===== config.mk =====
export PLATFORM = sky130hd
export DESIGN_NAME = lsrm_top
export DESIGN_NICKNAME = d
export VERILOG_FILES = /design/src/rtl/lsrm_pkg.sv /design/src/rtl/lsrm_sync.sv /design/src/rtl/lsrm_top.sv
export SDC_FILE = /design/constraint.sdc
export NUM_CORES = 1
export LEC_CHECK = 0
export BUFFER_PORTS_ARGS = -buffer_cell sky130_fd_sc_hd__buf_2
export CORE_MARGIN = 10
export CORE_UTILIZATION = 59
export CTS_CLUSTER_DIAMETER = 30
export CTS_CLUSTER_SIZE = 25
export DETAILED_ROUTE_END_ITERATION = 16
export PLACE_DENSITY = 0.84
export SLEW_MARGIN = 20
export SYNTH_ARGS = -nofsm -noshare
export SYNTH_HDL_FRONTEND = slang
export SYNTH_HIERARCHICAL = 1
export SYNTH_SLANG_ARGS = --single-unit

===== constraint.sdc =====
create_clock -name i_ref_clk -period 13.4 [get_ports i_ref_clk]
set_input_delay 0.67 -clock i_ref_clk [delete_from_list [all_inputs] [get_ports i_ref_clk]]
set_output_delay 0.67 -clock i_ref_clk [all_outputs]
set_load 0.01 [all_outputs]

===== src/rtl/lsrm_pkg.sv =====
// Package: code groups, thresholds, states and carriers of the lane sync and rate-match block
package lsrm_pkg;

  // Mode select values
  localparam logic MODE_GBE = 1'b0;
  localparam logic MODE_SER = 1'b1;

  // Ten-bit code groups, bit 9 is the first bit on the line
  localparam logic [9:0] K285_N = 10'h0fa;
  localparam logic [9:0] K285_P = 10'h305;
  localparam logic [9:0] K297_N = 10'h2e8;
  localparam logic [9:0] K297_P = 10'h117;
  localparam logic [9:0] D162_N = 10'h1b5;
  localparam logic [9:0] D162_P = 10'h245;
  localparam logic [9:0] D22_N  = 10'h2d5;
  localparam logic [9:0] D22_P  = 10'h125;
  localparam logic [6:0] COMMA7_N = 7'h1f;
  localparam logic [6:0] COMMA7_P = 7'h60;

  // Balanced-code ones count bounds
  localparam logic [3:0] ONES_MIN = 4'h4;
  localparam logic [3:0] ONES_MAX = 4'h6;

  // Synchronisation thresholds per mode
  localparam logic [6:0] GBE_ACQ  = 7'h03;
  localparam logic [6:0] SER_ACQ  = 7'h7f;
  localparam logic [2:0] GBE_LOSS = 3'h4;
  localparam logic [2:0] SER_LOSS = 3'h3;
  localparam logic [7:0] GBE_GOOD = 8'h04;
  localparam logic [7:0] SER_GOOD = 8'hff;

  // Rate-match FIFO geometry and watermarks
  localparam int         FIFO_DEPTH = 16;
  localparam int         PTR_W      = 5;
  localparam logic [4:0] FIFO_FULL  = 5'h10;
  localparam logic [4:0] HI_MARK    = 5'h0c;
  localparam logic [4:0] LO_MARK    = 5'h04;

  // Status flag stretch and replay lengths
  localparam logic       STRETCH_EXTRA = 1'b1;
  localparam logic [1:0] REPLAY_PAIR   = 2'h2;
  localparam logic [1:0] REPLAY_ONE    = 2'h1;

  typedef enum logic [2:0] {
    ST_LOSS = 3'b001,
    ST_ACQ  = 3'b010,
    ST_SYNC = 3'b100
  } lsrm_state_t;

  typedef struct packed {
    logic [9:0] cg;
    logic       v;
  } lsrm_cg_t;

  typedef struct packed {
    logic full;
    logic empty;
    logic del;
    logic ins;
  } lsrm_rm_flags_t;

endpackage : lsrm_pkg


===== src/rtl/lsrm_sync.sv =====
// Synchronisation state machine for aligned code groups
`timescale 1ns/100ps
module lsrm_sync import lsrm_pkg::*; (
  input  wire logic i_ref_clk, // Reference clock
  input  wire logic i_rst,     // Sync reset, high
  input  wire logic i_ce,      // Clock enable
  input  wire logic i_mode,    // Protocol mode
  input  wire logic i_v,       // Group valid
  input  wire logic i_comma,   // Group is a comma
  input  wire logic i_bad,     // Group is invalid
  output logic      o_sync     // Link synchronised
);

  lsrm_state_t st_r, st_nxt;
  logic [6:0]  acq_r, acq_nxt;
  logic [2:0]  err_r, err_nxt;
  logic [7:0]  good_r, good_nxt;
  logic        odd_r, odd_nxt;

  wire       ser_mode  = (i_mode == MODE_SER);
  wire [6:0] acq_goal  = ser_mode ? SER_ACQ : GBE_ACQ;
  wire [2:0] loss_goal = ser_mode ? SER_LOSS : GBE_LOSS;
  wire [7:0] good_goal = ser_mode ? SER_GOOD : GBE_GOOD;
  // GbE comma must start on an even position so data between commas is odd
  wire       misplaced = !ser_mode && i_comma && odd_r;
  wire       bad       = i_bad || misplaced;
  wire       good_cma  = i_comma && !bad;

  always_comb begin
    st_nxt   = st_r;
    acq_nxt  = acq_r;
    err_nxt  = err_r;
    good_nxt = good_r;
    odd_nxt  = ~odd_r;
    case (st_r)
      ST_LOSS: begin
        err_nxt  = 3'h0;
        good_nxt = 8'h00;
        if (i_comma && !i_bad) begin
          st_nxt  = ST_ACQ;
          acq_nxt = 7'h01;
          odd_nxt = 1'b1;
        end
      end
      ST_ACQ: begin
        if (bad) begin
          st_nxt = ST_LOSS;
        end else if (good_cma) begin
          if (acq_r == acq_goal - 7'h01) begin
            st_nxt = ST_SYNC;
          end
          acq_nxt = acq_r + 7'h01;
        end
      end
      ST_SYNC: begin
        if (bad) begin
          good_nxt = 8'h00;
          err_nxt  = err_r + 3'h1;
          if (err_r + 3'h1 == loss_goal) begin
            st_nxt = ST_LOSS;
          end
        end else if (err_r != 3'h0) begin
          if (good_r == good_goal - 8'h01) begin
            good_nxt = 8'h00;
            err_nxt  = err_r - 3'h1;
          end else begin
            good_nxt = good_r + 8'h01;
          end
        end
      end
      default: st_nxt = ST_LOSS;
    endcase
  end

  always_ff @(posedge i_ref_clk) begin
    if (i_rst) begin
      st_r   <= ST_LOSS;
      acq_r  <= 7'h00;
      err_r  <= 3'h0;
      good_r <= 8'h00;
      odd_r  <= 1'b0;
      o_sync <= 1'b0;
    end else if (i_ce && i_v) begin
      st_r   <= st_nxt;
      acq_r  <= acq_nxt;
      err_r  <= err_nxt;
      good_r <= good_nxt;
      odd_r  <= odd_nxt;
      o_sync <= (st_nxt == ST_SYNC);
    end
  end

  gbe_acq_a: assert property (
    @(posedge i_ref_clk) disable iff (i_rst || !i_ce)
    $rose(o_sync) && !ser_mode |-> $past(acq_r) == 7'h02)
    else $error("gbe sync not after three sets");
  ser_acq_a: assert property (
    @(posedge i_ref_clk) disable iff (i_rst || !i_ce)
    $rose(o_sync) && ser_mode |-> $past(acq_r) == 7'h7e)
    else $error("serial sync not after 127 commas");
  gbe_loss_a: assert property (
    @(posedge i_ref_clk) disable iff (i_rst || !i_ce)
    !ser_mode && st_r == ST_SYNC && i_v && bad && err_r == 3'h3 |=> !o_sync)
    else $error("gbe sync kept at four errors");
  ser_loss_a: assert property (
    @(posedge i_ref_clk) disable iff (i_rst || !i_ce)
    ser_mode && st_r == ST_SYNC && i_v && bad && err_r == 3'h2 |=> !o_sync)
    else $error("serial sync kept at three errors");
  gbe_dec_a: assert property (
    @(posedge i_ref_clk) disable iff (i_rst || !i_ce)
    !ser_mode && st_r == ST_SYNC && i_v && !bad && err_r != 3'h0 && good_r == 8'h03
    |=> err_r == $past(err_r) - 3'h1)
    else $error("gbe error count not reduced");
  ser_dec_a: assert property (
    @(posedge i_ref_clk) disable iff (i_rst || !i_ce)
    ser_mode && st_r == ST_SYNC && i_v && !bad && err_r != 3'h0 && good_r == 8'hfe
    |=> err_r == $past(err_r) - 3'h1)
    else $error("serial error count not reduced");
  odd_comma_a: assert property (
    @(posedge i_ref_clk) disable iff (i_rst || !i_ce)
    !ser_mode && st_r == ST_ACQ && i_v && i_comma && odd_r |=> st_r == ST_LOSS)
    else $error("misplaced comma accepted");
  sync_seen_c: cover property (@(posedge i_ref_clk) disable iff (i_rst) $rose(o_sync));
  sync_lost_c: cover property (@(posedge i_ref_clk) disable iff (i_rst) $fell(o_sync));

endmodule : lsrm_sync


===== src/rtl/lsrm_top.sv =====
// Lane aligner, synchronisation and rate-match FIFO for one receive channel
// Contract
// - GbE sync set: comma then odd data
// - GbE: three good sets acquire sync
// - GbE: four errors lose sync
// - GbE: four good groups drop one error
// - GbE aligner: 7-bit or 10-bit pattern
// - FIFO absorbs 200 ppm total offset
// - GbE rate match only while synced
// - GbE adds/drops whole I2 sets only
// - GbE: unlimited I2 adds/drops per gap
// - Autoneg C2 leading pair also eligible
// - Delete/insert flags pulse two cycles
// - No own escape; flag full/empty two cycles
// - Serial: 127 commas acquire sync
// - Serial: three errors lose sync
// - Serial: 255 good groups drop one error
// - Serial aligner: 10-bit pattern only
// - Serial control K28.5, skip K29.7 pairs
// - Serial: add/drop skip after control, synced
// - Serial: one skip per cluster
// - No lane deskew between channels
`timescale 1ns/100ps
module lsrm_top import lsrm_pkg::*; (
  input  wire logic     i_ref_clk, // 25 MHz clock
  input  wire logic     i_rst,     // Sync reset, high
  input  wire logic     i_ce,      // Clock enable
  input  wire logic     i_mode,    // 0 GbE, 1 serial interconnect
  input  wire logic     i_pat7,    // GbE 7-bit comma pattern
  input  wire logic     i_rm_en,   // Serial rate matcher enable
  input  wire logic     i_an_en,   // Autoneg C2 pairs eligible
  input  wire lsrm_cg_t i_raw,     // Unaligned 10-bit word
  input  wire logic     i_rd_en,   // Fabric takes a word
  output logic [9:0]    o_data,    // Aligned code group
  output logic          o_valid,   // o_data valid
  output logic          o_sync,    // Link synchronised
  output lsrm_rm_flags_t o_rm      // Rate-match status
);

  // Per-channel only: no lane-to-lane deskew here

  function automatic logic is_comma(input logic [9:0] g, input logic p7);
    is_comma = p7 ? (g[9:3] == COMMA7_N || g[9:3] == COMMA7_P)
                  : (g == K285_N || g == K285_P);
  endfunction : is_comma

  function automatic logic [3:0] ones(input logic [9:0] g);
    ones = 4'h0;
    for (int b = 0; b < 10; b++) begin
      ones = ones + {3'h0, g[b]};
    end
  endfunction : ones

  wire ser_mode = (i_mode == MODE_SER);
  wire pat7     = i_pat7 && !ser_mode;

  // Word aligner
  logic [9:0] prev_r;
  logic [3:0] off_r;
  lsrm_cg_t   cg_r;
  logic [9:0] hit;
  logic [3:0] hit_off;
  wire [19:0] win = {prev_r, i_raw.cg};

  genvar k;
  generate
    for (k = 0; k < 10; k++) begin : g_hit
      // Offsets 1..10: the current word itself is a candidate, so none is held back
      assign hit[k] = is_comma(win[18-k -: 10], pat7);
    end
  endgenerate

  always_comb begin
    hit_off = 4'h0;
    for (int j = 9; j >= 0; j--) begin
      if (hit[j]) begin
        hit_off = 4'(j);
      end
    end
  end

  // Offset is frozen once synced so a stray comma cannot slip the word
  wire       realign = i_raw.v && !o_sync && (hit != 10'h000);
  wire [3:0] sel_off = realign ? hit_off : off_r;
  wire [4:0] sel_top = 5'h12 - {1'b0, sel_off};
  wire [9:0] aligned = win[sel_top -: 10];

  always_ff @(posedge i_ref_clk) begin
    if (i_rst) begin
      prev_r <= 10'h000;
      off_r  <= 4'h0;
      cg_r   <= '0;
    end else if (i_ce) begin
      if (i_raw.v) begin
        prev_r <= i_raw.cg;
        off_r  <= sel_off;
      end
      cg_r <= '{cg: aligned, v: i_raw.v};
    end
  end

  wire comma_now = is_comma(cg_r.cg, pat7);
  wire [3:0] n1  = ones(cg_r.cg);
  wire bad_now   = (n1 < ONES_MIN) || (n1 > ONES_MAX);

  lsrm_sync u_sync (
    .i_ref_clk (i_ref_clk),
    .i_rst     (i_rst),
    .i_ce      (i_ce),
    .i_mode    (i_mode),
    .i_v       (cg_r.v),
    .i_comma   (comma_now),
    .i_bad     (bad_now),
    .o_sync    (o_sync)
  );

  // Rate-match FIFO, depth sized for 200 ppm drift plus margin
  logic [9:0]       mem [FIFO_DEPTH];
  logic [PTR_W-1:0] wr_ptr_r;
  logic [PTR_W-1:0] rd_ptr_r;
  lsrm_cg_t         hold_r;
  logic [9:0]       last_r;
  logic [9:0]       rep_hi_r;
  logic [9:0]       rep_lo_r;
  logic [1:0]       rep_cnt_r;

  wire [PTR_W-1:0] level = wr_ptr_r - rd_ptr_r;
  wire full  = (level == FIFO_FULL);
  wire empty = (level == 5'h00);
  wire rm_on = o_sync && (!ser_mode || i_rm_en);

  // Pair detection: control word held one stage, partner in cg_r
  wire is_i2   = (cg_r.cg == D162_N) || (cg_r.cg == D162_P);
  wire is_c2   = i_an_en && ((cg_r.cg == D22_N) || (cg_r.cg == D22_P));
  wire hold_k  = hold_r.v && is_comma(hold_r.cg, 1'b0);
  wire g_pair  = !ser_mode && hold_k && (is_i2 || is_c2);
  wire s_pair  = ser_mode && ((hold_r.cg == K285_P && cg_r.cg == K297_P) ||
                          (hold_r.cg == K285_N && cg_r.cg == K297_N));
  wire del_go  = rm_on && cg_r.v && (level >= HI_MARK) && (g_pair || s_pair);
  // GbE drops comma and partner together, serial drops the skip only
  wire wr_req  = cg_r.v && hold_r.v && !(del_go && !ser_mode);
  // Full skips the write and the held word is overwritten rather than inventing room
  wire wr_ok   = wr_req && !full;

  // Read side and insertion replay
  wire       replay   = (rep_cnt_r != 2'h0);
  wire       rd_ok    = i_rd_en && !replay && !empty;
  wire [9:0] rd_word  = mem[rd_ptr_r[3:0]];
  wire       last_k   = is_comma(last_r, 1'b0);
  wire       rd_i2    = (rd_word == D162_N) || (rd_word == D162_P) ||
                        (i_an_en && ((rd_word == D22_N) || (rd_word == D22_P)));
  wire       rd_skip  = (last_r == K285_P && rd_word == K297_P) ||
                        (last_r == K285_N && rd_word == K297_N);
  wire       low      = (level - 5'h01) <= LO_MARK;
  wire       ins_go   = rd_ok && rm_on && low && last_k && (ser_mode ? rd_skip : rd_i2);
  wire [1:0] rep_load = ser_mode ? REPLAY_ONE : REPLAY_PAIR;
  wire [9:0] rep_word = (rep_cnt_r == REPLAY_PAIR) ? rep_hi_r : rep_lo_r;

  genvar e;
  generate
    for (e = 0; e < FIFO_DEPTH; e++) begin : g_mem
      always_ff @(posedge i_ref_clk) begin
        if (i_rst) begin
          mem[e] <= 10'h000;
        end else if (i_ce && wr_ok && wr_ptr_r[3:0] == 4'(e)) begin
          mem[e] <= hold_r.cg;
        end
      end
    end
  endgenerate

  always_ff @(posedge i_ref_clk) begin
    if (i_rst) begin
      hold_r   <= '0;
      wr_ptr_r <= '0;
    end else if (i_ce) begin
      if (cg_r.v) begin
        hold_r <= del_go ? '0 : cg_r;
      end
      if (wr_ok) begin
        wr_ptr_r <= wr_ptr_r + 5'h01;
      end
    end
  end

  always_ff @(posedge i_ref_clk) begin
    if (i_rst) begin
      rd_ptr_r  <= '0;
      rep_cnt_r <= 2'h0;
      rep_hi_r  <= 10'h000;
      rep_lo_r  <= 10'h000;
      last_r    <= 10'h000;
      o_data    <= 10'h000;
      o_valid   <= 1'b0;
    end else if (i_ce) begin
      o_valid <= i_rd_en && (replay || !empty);
      if (i_rd_en && replay) begin
        o_data    <= rep_word;
        last_r    <= rep_word;
        rep_cnt_r <= rep_cnt_r - 2'h1;
      end else if (rd_ok) begin
        o_data   <= rd_word;
        last_r   <= rd_word;
        rd_ptr_r <= rd_ptr_r + 5'h01;
        if (ins_go) begin
          rep_cnt_r <= rep_load;
          rep_hi_r  <= last_r;
          rep_lo_r  <= rd_word;
        end
      end
    end
  end

  // Status flags: each event stretched to at least two cycles
  // Flags are not sticky: the fabric must react and reset
  wire [3:0] flag_ev = {full, empty && i_rd_en && !replay, del_go, ins_go};
  logic [3:0] ext_r;
  logic [3:0] flag_r;

  genvar f;
  generate
    for (f = 0; f < 4; f++) begin : g_flag
      always_ff @(posedge i_ref_clk) begin
        if (i_rst) begin
          ext_r[f]  <= 1'b0;
          flag_r[f] <= 1'b0;
        end else if (i_ce) begin
          flag_r[f] <= flag_ev[f] || ext_r[f];
          ext_r[f]  <= flag_ev[f] & STRETCH_EXTRA;
        end
      end
    end
  endgenerate

  assign o_rm = lsrm_rm_flags_t'(flag_r);

  rm_idle_a: assert property (
    @(posedge i_ref_clk) disable iff (i_rst || !i_ce)
    !o_sync |-> !del_go && !ins_go)
    else $error("rate match active without sync");
  del_flag_a: assert property (
    @(posedge i_ref_clk) disable iff (i_rst || !i_ce)
    del_go |=> o_rm.del ##1 o_rm.del)
    else $error("delete flag not two cycles");
  ins_flag_a: assert property (
    @(posedge i_ref_clk) disable iff (i_rst || !i_ce)
    ins_go |=> o_rm.ins ##1 o_rm.ins)
    else $error("insert flag not two cycles");
  full_flag_a: assert property (
    @(posedge i_ref_clk) disable iff (i_rst || !i_ce)
    $rose(o_rm.full) |=> o_rm.full)
    else $error("full flag shorter than two cycles");
  no_overrun_a: assert property (
    @(posedge i_ref_clk) disable iff (i_rst || !i_ce)
    full && !rd_ok |=> level == FIFO_FULL)
    else $error("fifo level moved past full");
  whole_set_a: assert property (
    @(posedge i_ref_clk) disable iff (i_rst || !i_ce)
    del_go && !ser_mode |=> wr_ptr_r == $past(wr_ptr_r) && !hold_r.v)
    else $error("gigabit_ethernet_mode delete split an ordered set");
  one_skip_a: assert property (
    @(posedge i_ref_clk) disable iff (i_rst || !i_ce)
    del_go && ser_mode |=> !del_go)
    else $error("two skips deleted in one cluster");
  ins_pair_a: assert property (
    @(posedge i_ref_clk) disable iff (i_rst || !i_ce)
    ins_go && !ser_mode ##1 i_rd_en |=> o_data == $past(last_r, 2))
    else $error("gbe insert did not replay the comma");
  del_seen_c: cover property (@(posedge i_ref_clk) disable iff (i_rst) del_go);
  ins_seen_c: cover property (@(posedge i_ref_clk) disable iff (i_rst) ins_go);
  full_seen_c: cover property (@(posedge i_ref_clk) disable iff (i_rst) o_rm.full);

endmodule : lsrm_top


# --- Word-level counts from Yosys, hierarchy flattened ---
# Memories as Yosys holds them, arrays and structs flattened. A register that Yosys moved wholly into a read port is not among the register bits.
# Cells that the tools add are included.
word_totals:
  reg_bits: 110
  input_bits: 19
  ramBits: 160
  out_inout_bits: 16
  n_memories: 1
memory_table:
  columns: ["name", "words", "word_bits", "read_ports", "rd_clocked_by_memory_dff", "write_ports", "line_no", "rtl"]
  rows:
  - ["mem", 16, 10, 1, 1, 16, "lsrm_top.sv:118", "logic [9:0] mem [FIFO_DEPTH];"]
op_classes:
  shifts: 1
  eq_ne: 89
  n_bitwise: 18
  order_cmp: 4
  muxes: 123
  addsub: 21
  reduce_logical: 121
ops:
  columns: ["cell", "n"]
  rows:
  - ["$eq A10 B10 Y1 const B", 19]
  - ["$mux W10", 19]
  - ["$eq A10 B8 Y1 const B", 13]
  - ["$eq A7 B5 Y1 const B", 11]
  - ["$eq A7 B7 Y1 const B", 11]
  - ["$mux W1", 64]
  - ["$eq A10 B9 Y1 const B", 6]
  - ["$logic_and A1 B1 Y1", 53]
  - ["$mux W4", 13]
  - ["$logic_or A1 B1 Y1", 41]
  - ["$eq A4 B4 Y1 const B", 8]
  - ["$mux W8", 4]
  - ["$mux W3", 10]
  - ["$shiftx A29 B6 Y10", 1]
  - ["$mux W7", 4]
  - ["$add A4 B1 Y4", 6]
  - ["$eq A4 B3 Y1 const B", 4]
  - ["$or A1 B1 Y1", 16]
  - ["$pmux W8 S2", 1]
  - ["$pmux W7 S2", 1]
  - ["$mux W11", 1]
  - ["$add A5 B1 Y5 const B", 2]
  - ["$reduce_bool A10 Y1", 1]
  - ["$reduce_bool A2 Y1", 5]
  - ["42 further kinds", 63]

# --- Longest topological paths before layout ---
# Gate-level depths: netlist of the first run.
depth:
  ltp_word: 18
  ltp_mapped: 20
  depth_no_buf: 16

# --- By module ---
# Netlist of the first run, hierarchy kept.
by_module_without_submodules:
  columns: ["module", "area_each_um2", "seq_area_each_um2", "cells_per_inst", "instances"]
  rows:
  - ["lsrm_top", 13809.5, 6626.4, 1224, 1]
  - ["lsrm_sync", 1461.4, 460.4, 186, 1]

# --- Least setup slack after synthesis of the first run ---
# OpenSTA, ideal clock, no wires.
synth_timing:
  kind: "input -> register"
  start: "in i_raw[8] (netlist bit)"
  end: "reg cg_r[2] (netlist bit)"
  n_path_buf: 4
  path_slack_ns: 8.715
  cell_stages: 18
  arrival_time_ns: 4.571
  path_cell_list: "buf_4 > nand3_2 > or4_4 > o41ai_2 > o31ai_1 > o31a_1 > nor3_2 > nor2_8 > inv_8 > buf_6 > ha_1 > inv_1 > clkbuf_1 > clkbuf_1 > mux4_2 > a41oi_1 > o21ai_1 > o21a_1"
synth_between:
  elab_chain_len: 16
  elab_cells_between_ends: 62
  classes_between: "add/sub: 1; eq/ne: 26; shift: 1; mux: 19; reduce/logical: 15"
synth_lines:
  columns: ["item", "line_no", "rtl"]
  rows:
  - ["start, declared", "lsrm_top.sv:32", "input wire lsrm_cg_t i_raw,"]
  - ["$eq A10 B8 Y1, or another cell as far along", "lsrm_top.sv:44", ": (g == K285_N || g == K285_P);"]
  - ["$logic_or A1 B1 Y1, on equally long branches", "lsrm_top.sv:44, lsrm_top.sv:43", null]
  - ["$mux W1", "lsrm_top.sv:43", "is_comma = p7 ? (g[9:3] == COMMA7_N || g[9:3] == COMMA7_P)"]
  - ["$mux W4 (10 in a row)", "lsrm_top.sv:76", "if (hit[j]) begin"]
  - ["$mux W4 *", "lsrm_top.sv:84", "wire [3:0] sel_off = realign ? hit_off : off_r;"]
  - ["via sel_off[0]", "lsrm_top.sv:84", null]
  - ["$sub A5 B4 Y5 *", "lsrm_top.sv:85", "wire [4:0] sel_top = 5'h12 - {1'b0, sel_off};"]
  - ["$shiftx A29 B6 Y10 *", "lsrm_top.sv:86", "wire [9:0] aligned = win[sel_top -: 10];"]
  - ["end signal, assigned", "lsrm_top.sv:98", "cg_r <= '{cg: aligned, v: i_raw.v};"]
  - ["end, declared", "lsrm_top.sv:60", "lsrm_cg_t cg_r;"]
# The timed path passes the listed nets; every way through them passes the cells marked *.
# A chain may end at the register's enable or synchronous reset.

# --- Final worst setup path of the first run ---
layout_timing:
  start: "reg prev_r[2]"
  end: "reg cg_r[10] (netlist bit)"
layout_between:
  elab_chain_len: 13
  elab_cells_between_ends: 61
  classes_between: "add/sub: 1; eq/ne: 28; shift: 1; mux: 15; reduce/logical: 16"
layout_lines:
  columns: ["item", "line_no", "rtl"]
  rows:
  - ["start, declared", "lsrm_top.sv:58", "logic [9:0] prev_r;"]
  - ["start signal, assigned", "lsrm_top.sv:95", "prev_r <= i_raw.cg;"]
  - ["$eq A10 B8 Y1, or another cell as far along", "lsrm_top.sv:44", null]
  - ["$logic_or A1 B1 Y1, on equally long branches", "lsrm_top.sv:44, lsrm_top.sv:43", null]
  - ["$mux W1", "lsrm_top.sv:43", null]
  - ["$mux W4 (7 in a row)", "lsrm_top.sv:76", null]
  - ["$mux W4", "lsrm_top.sv:84", null]
  - ["$sub A5 B4 Y5", "lsrm_top.sv:85", null]
  - ["$shiftx A29 B6 Y10 *", "lsrm_top.sv:86", null]
# Mark *: on every way between the ends. The rest lies on a longest branch, timed or not.

==> results of run 1 <==
==> state kept, by name, indices dropped and copies added (netlist names), named ones only <==
| name | cells |
|---|---|
| u_sync/acq_r | 7 |
| hold_r | 11 |
| o_valid | 1 |
| rd_ptr_r | 5 |
| o_rm | 4 |
| u_sync/o_sync | 1 |
| ext_r | 4 |
| u_sync/st_r | 3 |
| mem | 160 |
| cg_r | 11 |
| rep_cnt_r | 2 |
| rep_lo_r | 10 |
| u_sync/err_r | 3 |
| u_sync/odd_r | 1 |
| rep_hi_r | 10 |
| u_sync/good_r | 8 |
| wr_ptr_r | 5 |
| off_r | 4 |
| prev_r | 10 |
| last_r | 10 |
==> cell usage after synthesis (all sizes together), types with 5 or more instances <==
cell type and count:
a21o 8, nand4 23, o21a 8, fa 7, a211oi 10, xnor2 16, nand3b 6, inv 43
clkbuf 61, mux2i 38, nor4 19, o21bai 21, and4 6, edfxtp 160, nand4b 5, dfxtp 114
o211ai 11, nand2 117, o311ai 5, nor3 27, a31oi 11, or2 7, and2 165, or4 9
a22oi 13, nor4bb 6, nand2b 13, mux4 65, xor2 6, o21ai 21, o31ai 5, buf 30
nor2b 10, nor3b 13, ha 24, and3 12, nor2 107, or3 8, a21oi 71, nand3 36
==> critical path: cells and delay by family, from the launching register on <==
family,cells,cell delay [ps]
fa+ha+maj,1,480
buf+inv,2,700
simple gates,5,1100
flops,1,810
mux,2,830
compound gates,4,1120
==> power breakdown <==
group | leakage, nW | switching, mW | internal (mW)
Combinational | 2.73 | 0.188 | 0.131
Sequential | 2.52 | 0.0279 | 0.924
Clock | 0.833 | 0.438 | 0.819
==> kinds of logic (layout without fill, tap and decap cells) <==
logic type	Yosys count	count (layout)	synth area share
and+or+nand+nor	604	604	0.220
DFF	274	274	0.464
AOI/OAI and AO/OA	240	240	0.113
muxes	104	104	0.122
other	0	1	0
xor gates and xnor gates	22	22	0.0126
buffers and inverters	135	175	0.0401
adders and majority gates	31	31	0.0288
==> metrics by stage <==
stage | worst slack (ps) | util | power (mW) | cells
final | 8190 | 0.678 | 2.53 | 1781
after CTS | 8280 | 0.678 | 2.53 | 1780
after global placement | 8210 | 0.610 | 1.27 | 1687
after detailed placement | 8070 | 0.610 | 1.28 | 1687
after global routing | 7910 | 0.678 | 2.60 | 1781
after floorplan | 8710 | - | 1.20 | 1410
==> path summary, 6_finish.rpt <==
| check | from | endpoint | slack [ps] | cells past startpoint |
|---|---|---|---|---|
| hold / removal | rep_lo_r[2]$_SDFFE_PP0P_ | rep_lo_r[2]$_SDFFE_PP0P_ | 450 | 2 |
| setup / recovery | prev_r[2]$_SDFFE_PP0P_ | cg_r[10]$_SDFFE_PP0P_ | 8190 | 14 |
| setup reg to reg | prev_r[2]$_SDFFE_PP0P_ | cg_r[10]$_SDFFE_PP0P_ | 8190 | 14 |
| hold reg to reg | rep_lo_r[2]$_SDFFE_PP0P_ | rep_lo_r[2]$_SDFFE_PP0P_ | 450 | 2 |
==> placed cells by master, fill, tap and decap left out, types with 7 or more instances in the layout <==
master	Yosys	final
nor2b_1	10	10
clkinv_2	0	12
and3_1	11	11
or3_1	8	8
a21o_1	7	7
fa_1	7	7
xnor2_1	16	16
buf_2	12	33
o21ai_0	15	15
mux4_2	65	65
o21bai_1	21	19
nor3b_1	12	12
clkbuf_16	0	52
nand3_1	34	34
dfxtp_1	114	113
ha_1	24	24
nor2_1	106	106
a211oi_1	10	10
nand2_1	116	116
a22oi_1	13	13
nor3_1	25	24
edfxtp_1	160	160
and2_1	165	165
a21oi_1	67	67
nand4_1	22	22
o21a_1	8	8
inv_1	41	41
a31oi_1	11	11
o211ai_1	11	11
nor4_1	19	19
mux2i_1	38	38
nand2b_1	12	12
==> per-layer routing <==
layer,GRT usage,vias to the layer above,wire length (um)
met5,0,-,11
met4,0.0971,2,1340
met3,0.0422,138,3550
met2,0.377,649,19100
met1,0.290,5670,15100
li1,-,5264,-
==> layout make-up <==
type	instances	area, um^2
Fill cell	1664	8150
Tap cell	330	413
Inverter	44	173
Clock buffer	59	1350
Clock inverter	34	363
Multi-Input combinational cell	1001	7590
Sequential cell	274	7090
Timing Repair Buffer	38	203
Antenna cell	1	2.50
==> run summary, run 1 <==
STATUS
-------------------------------------------------------------------------------------------------
Status                                                                               finished, final reports clean

CLOCKING
-------------------------------------------------------------------------------------------------
Clock transition at path regs                                                               50 ps
TritonCTS Buffers                                                                              51
Later-pin clock latency in the skew report                                                 550 ps
Clk sink count                                                                                274
Cts hold-fix bufs                                                                               0
Post_cts resized                                                                                0
TritonCTS clock tree                                                                        built
Count of buffers added by post-CTS timing repair for setup                                      0
Root Buffer                                                                             clkbuf_16
# H-tree levels                                                                                 2
Maximum buffer depth of the clock tree                                                          3

ROUTING
-------------------------------------------------------------------------------------------------
Routed vias                                                                                 11700
First drt pass iteration count                                                                  6
DRC violations left                                                                             0
DRT iter0 DRCs                                                                               1392
Detail-routed via count per cell                                                             6.58
Detailed-route wire length per cell                                                       21.9 um
Detailed-route wire length                                                               39100 um
Remaining antenna violation count                                                               0

FINISH
-------------------------------------------------------------------------------------------------
Area added between synthesis and finish                                                     12.5%
Nets                                                                                         1460
Fraction of final layout cells sized beyond drive strength 1                                0.161
Design area                                                                           0.0172 mm^2

TIMING
-------------------------------------------------------------------------------------------------
Slew Limit Headroom                                                                         0.244
Achievable Freq                                                                           192 MHz
Worst hold margin                                                                          451 ps
Worst Max-Slew Pin Slew                                                                   1130 ps
Number of hold-slack violations in the final timing report                                      0
Sum of negative setup slack                                                                  0 ps
Final setup vio count                                                                           0
Setup repair after global routing missed its margin                                            no
Clock tree skew after final layout                                                        21.1 ps
Final Critical Period                                                                     5210 ps
Period utilization                                                                          0.389
Fin. max-slew vios                                                                              0

POWER AND IR DROP
-------------------------------------------------------------------------------------------------
Power per unit of standard cell area                                                  147 mW/mm^2
Worst voltage drop across the vdd grid                                                 0.000122 V
Pleak                                                                                     6.08 nW

LOGIC SYNTHESIS
-------------------------------------------------------------------------------------------------
Dominant cell type by area after synthesis                                               edfxtp_1
Number of synthesized register bits                                                           274
Netlist area before placement                                                         0.0153 mm^2
Area contributors post-synth                                                         edfxtp_1, dfxtp_1, mux4_2
Fraction of the yosys area taken by sequential cells                                        0.464
Number of distinct library cell variants in the gate-level netlist after synthesis            104
Most instantiated flip-flop cell in the synthesis netlist                                edfxtp_1
Synth async-reset ratio                                                                         0
Synth top area share                                                                        0.315
Net Count, Synth                                                                             1460
Synthesis warning total                                                                         6
Cell count after synthesis                                                                   1410
Average size of a mapped cell                                                           10.8 um^2
Number of synthesized flops with an enable pin                                                160

FLOORPLAN
-------------------------------------------------------------------------------------------------
Die area                                                                              0.0327 mm^2
Starting density of the core                                                                0.603
DIE HEIGHT                                                                                 181 um
Top Ports                                                                                      35
Core Rows                                                                                      58
Core Box Area                                                                         0.0253 mm^2
Die Wd                                                                                     181 um

GLOBAL ROUTING
-------------------------------------------------------------------------------------------------
Largest net degree at the start of global routing                                              88
Global route total overflow                                                                     0
Via count of the first global-routing pass                                                  11400
First-pass GRT wire length                                                               62000 um
GR Util All Layers                                                                          0.229
Initial antenna violation count                                                                 2

SETUP PATH
-------------------------------------------------------------------------------------------------
Worst-path maximum fanout                                                                      21
CP Cell Sequence                                                                     nand3_1 -> nand2b_1 -> o31a_1 -> a32oi_1 -> nor3_1 -> a21o_4 -> nor2_8 -> inv_8 -> ha_1 -> inv_1 -> mux4_2 -> mux2i_1 -> o221ai_1 -> nor3b_1
Required time of the worst setup path                                                    13780 ps
Stage delay of the slowest cell on the critical path                                       810 ps
Critical Path Start Type                                                                flip-flop
Startpoint-to-endpoint class of the critical path                                      reg -> reg
Max stage delay cell, worst path                                                          dfxtp_1
Worst endpoint data arrival time                                                          5590 ps
Sort of element at the end of the critical path                                         flip-flop

MIN PATH
-------------------------------------------------------------------------------------------------
Class of the worst hold path                                                           reg -> reg

PLACE
-------------------------------------------------------------------------------------------------
Final HPWL from detailed placement                                                       24300 um
Placed cell area                                                                      0.0155 mm^2
Final weighted congestion in routability-driven placement                                   0.941
I/O Buffers                                                                                    34

FLOW RUN
-------------------------------------------------------------------------------------------------
Number of max-cap violations                                                                    0

No activity file was read; power rests on OpenSTA's default activity.
==> inputs of run 2 (changes only) <==
Settings changed: ABC_AREA from default to 1.
Clock period 13.4 ns to 5.1 ns, I/O delays scaled along.
==> run 2 against run 1 <==
Against the previous run: first-iteration DRC count increased by 28%; total power grew to 2.8 times the previous value; via count increased by 21%; clock skew is 24 ps higher; largest power group unchanged.
==> run summary, run 2 <==
SETUP PATH
-------------------------------------------------------------------------------------------------
CP Cell Sequence                                                                     nand2_1 -> nor2_1 -> nand3_1 -> nand3_1 -> nand2_1 -> nand2_1 -> nor2_2 -> nand3_2 -> nand2_4 -> nand2_1 -> nand2_2 -> ha_1 -> inv_1 -> nand3_1 -> nand2_1 -> nand2_1 -> nand2_1 -> a21oi_1 -> nand3_1 -> nand2_1 -> inv_1
Worst-path maximum fanout                                                                      23
Critical Path Start Type                                                                flip-flop
Crit path buf inv count                                                                         2
Max stage delay cell, worst path                                                             ha_1
Stage delay of the slowest cell on the critical path                                       810 ps
Sort of element at the end of the critical path                                         flip-flop
Startpoint-to-endpoint class of the critical path                                      reg -> reg
Cell seen most often among critical-path stages                                           nand2_1
Gate family responsible for the most delay along the worst path                      simple AND/OR/NAND/NOR gates
Worst endpoint data arrival time                                                          4870 ps
Required time of the worst setup path                                                     5540 ps

FINISH
-------------------------------------------------------------------------------------------------
Top register by number of flip-flops                                                          mem
Commonest non-fill, non-tap cell in the layout                                             nor2_1
Diodes inserted                                                                                 0
Max FFs per register                                                                          160
Nets                                                                                         2033
Fraction of final layout cells sized beyond drive strength 1                                0.116
Fill count                                                                                   2037
Area added between synthesis and finish                                                     14.1%
Commonest cells after routing, fill and taps aside                                   nor2_1, nand2_1, nand3_1
Final standard cell utilization of the core                                                 0.685
Top Registers                                                                        mem (160), cg_r (11), hold_r (11)
Design area                                                                           0.0173 mm^2
Non-Filler Instances                                                                         2356

ROUTING
-------------------------------------------------------------------------------------------------
Detailed-route wire length per cell                                                       18.4 um
Remaining antenna violation count                                                               0
DRT iter0 DRCs                                                                               1782
First drt pass iteration count                                                                  5
Detailed-route wire length                                                               43300 um
DRC violations left                                                                             0
Detail-routed via count per cell                                                             6.01
Routed vias                                                                                 14200

TIMING
-------------------------------------------------------------------------------------------------
Final worst-path setup slack                                                               667 ps
Slew Limit Headroom                                                                         0.419
Sum of negative setup slack                                                                  0 ps
Worst hold margin                                                                         64.8 ps
Clock tree skew after final layout                                                        44.6 ps
Worst Max-Slew Pin Slew                                                                    871 ps
Achievable Freq                                                                           226 MHz
Period utilization                                                                          0.869
Number of hold-slack violations in the final timing report                                      0
Setup repair after global routing missed its margin                                            no
Fin. max-slew vios                                                                              0
Final Critical Period                                                                     4430 ps
Final setup vio count                                                                           0

FLOORPLAN
-------------------------------------------------------------------------------------------------
Die area                                                                              0.0325 mm^2
Core Box Area                                                                         0.0253 mm^2
Die Wd                                                                                     180 um
Top Ports                                                                                      35
Core Rows                                                                                      58
Starting density of the core                                                                0.600
DIE HEIGHT                                                                                 180 um

LOGIC SYNTHESIS
-------------------------------------------------------------------------------------------------
Dominant cell type by area after synthesis                                               edfxtp_1
Number of synthesized register bits                                                           274
Cell count after synthesis                                                                   1959
Most common library cells after synthesis                                            nor2_1, nand2_1, nand3_1
Synth top area share                                                                        0.317
Count leader, synth                                                                        nor2_1
Net Count, Synth                                                                             2009
Most instantiated flip-flop cell in the synthesis netlist                                edfxtp_1
Synthesis warning total                                                                         6
Netlist area before placement                                                         0.0152 mm^2
Number of distinct library cell variants in the gate-level netlist after synthesis             49
Fraction of the yosys area taken by sequential cells                                        0.467
Average size of a mapped cell                                                           7.74 um^2
Synth async-reset ratio                                                                         0
Area contributors post-synth                                                         edfxtp_1, dfxtp_1, nor2_1
Number of synthesized flops with an enable pin                                                160

PLACE
-------------------------------------------------------------------------------------------------
Post-placement worst setup slack                                                           585 ps
I/O Buffers                                                                                    34
# placed instances                                                                           2260
Placed cell area                                                                      0.0155 mm^2
Final HPWL from detailed placement                                                       28600 um
Final weighted congestion in routability-driven placement                                   0.976

CLOCKING
-------------------------------------------------------------------------------------------------
Clk sink count                                                                                274
Count of buffers added by post-CTS timing repair for setup                                      0
Later-pin clock latency in the skew report                                                 580 ps
Root Buffer                                                                             clkbuf_16
Maximum buffer depth of the clock tree                                                          3
TritonCTS Buffers                                                                              51
Clock transition at path regs                                                               50 ps
# H-tree levels                                                                                 2
Post_cts resized                                                                                0
Cts hold-fix bufs                                                                               0
TritonCTS clock tree                                                                        built

GLOBAL ROUTING
-------------------------------------------------------------------------------------------------
Global route total overflow                                                                     0
First-pass GRT wire length                                                               70000 um
Met2 track demand over resource                                                             0.420
Met3 usage                                                                                 0.0426
Most crowded layer after global routing                                                      met2
Via count of the first global-routing pass                                                  13600
Met1 demand-to-capacity share in global routing                                             0.332
GR Util All Layers                                                                          0.257
Initial antenna violation count                                                                 0
Largest net degree at the start of global routing                                              83

POWER AND IR DROP
-------------------------------------------------------------------------------------------------
Final Total Pwr                                                                           6.99 mW
Power per unit of standard cell area                                                  404 mW/mm^2
Pleak                                                                                     6.80 nW
Worst voltage drop across the vdd grid                                                 0.000314 V

FLOW RUN
-------------------------------------------------------------------------------------------------
Number of max-cap violations                                                                    0

STATUS
-------------------------------------------------------------------------------------------------
Status                                                                               finished, final reports clean

MIN PATH
-------------------------------------------------------------------------------------------------
Class of the worst hold path                                                            in -> reg

-- run 2: cell types whose count changed in the layout (fill, tap and decap cells not counted), sizes merged, moves of 123 or more --
cell / change
nand3: +195
o21ai: +144
inv: +123
and2: -164
nand2: +238
nor2: +322
-- run 2: worst paths after layout --
| kind | from | end | slack [ps] | cells after the start |
|---|---|---|---|---|
| max | prev_r[3]$_SDFFE_PP0P_ | cg_r[10]$_SDFFE_PP0P_ | 670 | 21 |
| min | i_raw[4] | prev_r[3]$_SDFFE_PP0P_ | 60 | 3 |
| max reg2reg | prev_r[3]$_SDFFE_PP0P_ | cg_r[10]$_SDFFE_PP0P_ | 670 | 21 |
| min reg2reg | rep_lo_r[0]$_SDFFE_PP0P_ | rep_lo_r[0]$_SDFFE_PP0P_ | 450 | 2 |
-- run 2: layer usage --
layer / vias to the layer above / wire length, um
li1: 6646 / -
met1: 6557 / 17400
met2: 818 / 20400
met3: 129 / 3970
met4: 0 / 1440
met5: - / 0
-- run 2: worst reg2reg max path, cell delays in order (launching register included) --
cell	delay (ps)
dfxtp_1	510
nand2_1	180
nor2_1	200
nand3_1	100
nand3_1	90
nand2_1	90
nand2_1	120
nor2_2	60
nand3_2	80
nand2_4	80
nand2_1	370
nand2_2	350
ha_1	820
inv_1	520
nand3_1	210
nand2_1	90
nand2_1	60
nand2_1	70
a21oi_1	120
nand3_1	100
nand2_1	70
inv_1	30
-- run 2: cell families after synthesis --
group | synth area share
multiplexers | 0.000660
XOR/XNOR | 0.00635
AND/OR/NAND/NOR | 0.301
adder cells (fa/ha/maj) | 0.0290
AO/OA/AOI/OAI | 0.122
flip-flops | 0.467
buffers and inverters | 0.0734
-- run 2: final cells by class --
class,count,area [um^2],area share
Sequential cell,274,7090,0.410
Multi-Input combinational cell,1425,6980,0.403
Clock buffer,61,1410,0.0814
Inverter,175,673,0.0389
Tap cell,330,413,0.0239
Clock inverter,35,399,0.0231
Timing Repair Buffer,56,348,0.0201
-- run 2: where the power goes --
group	switching [mW]	internal, mW
Sequential	0.0664	2.42
Combinational	0.740	0.316
Clock	1.23	2.21
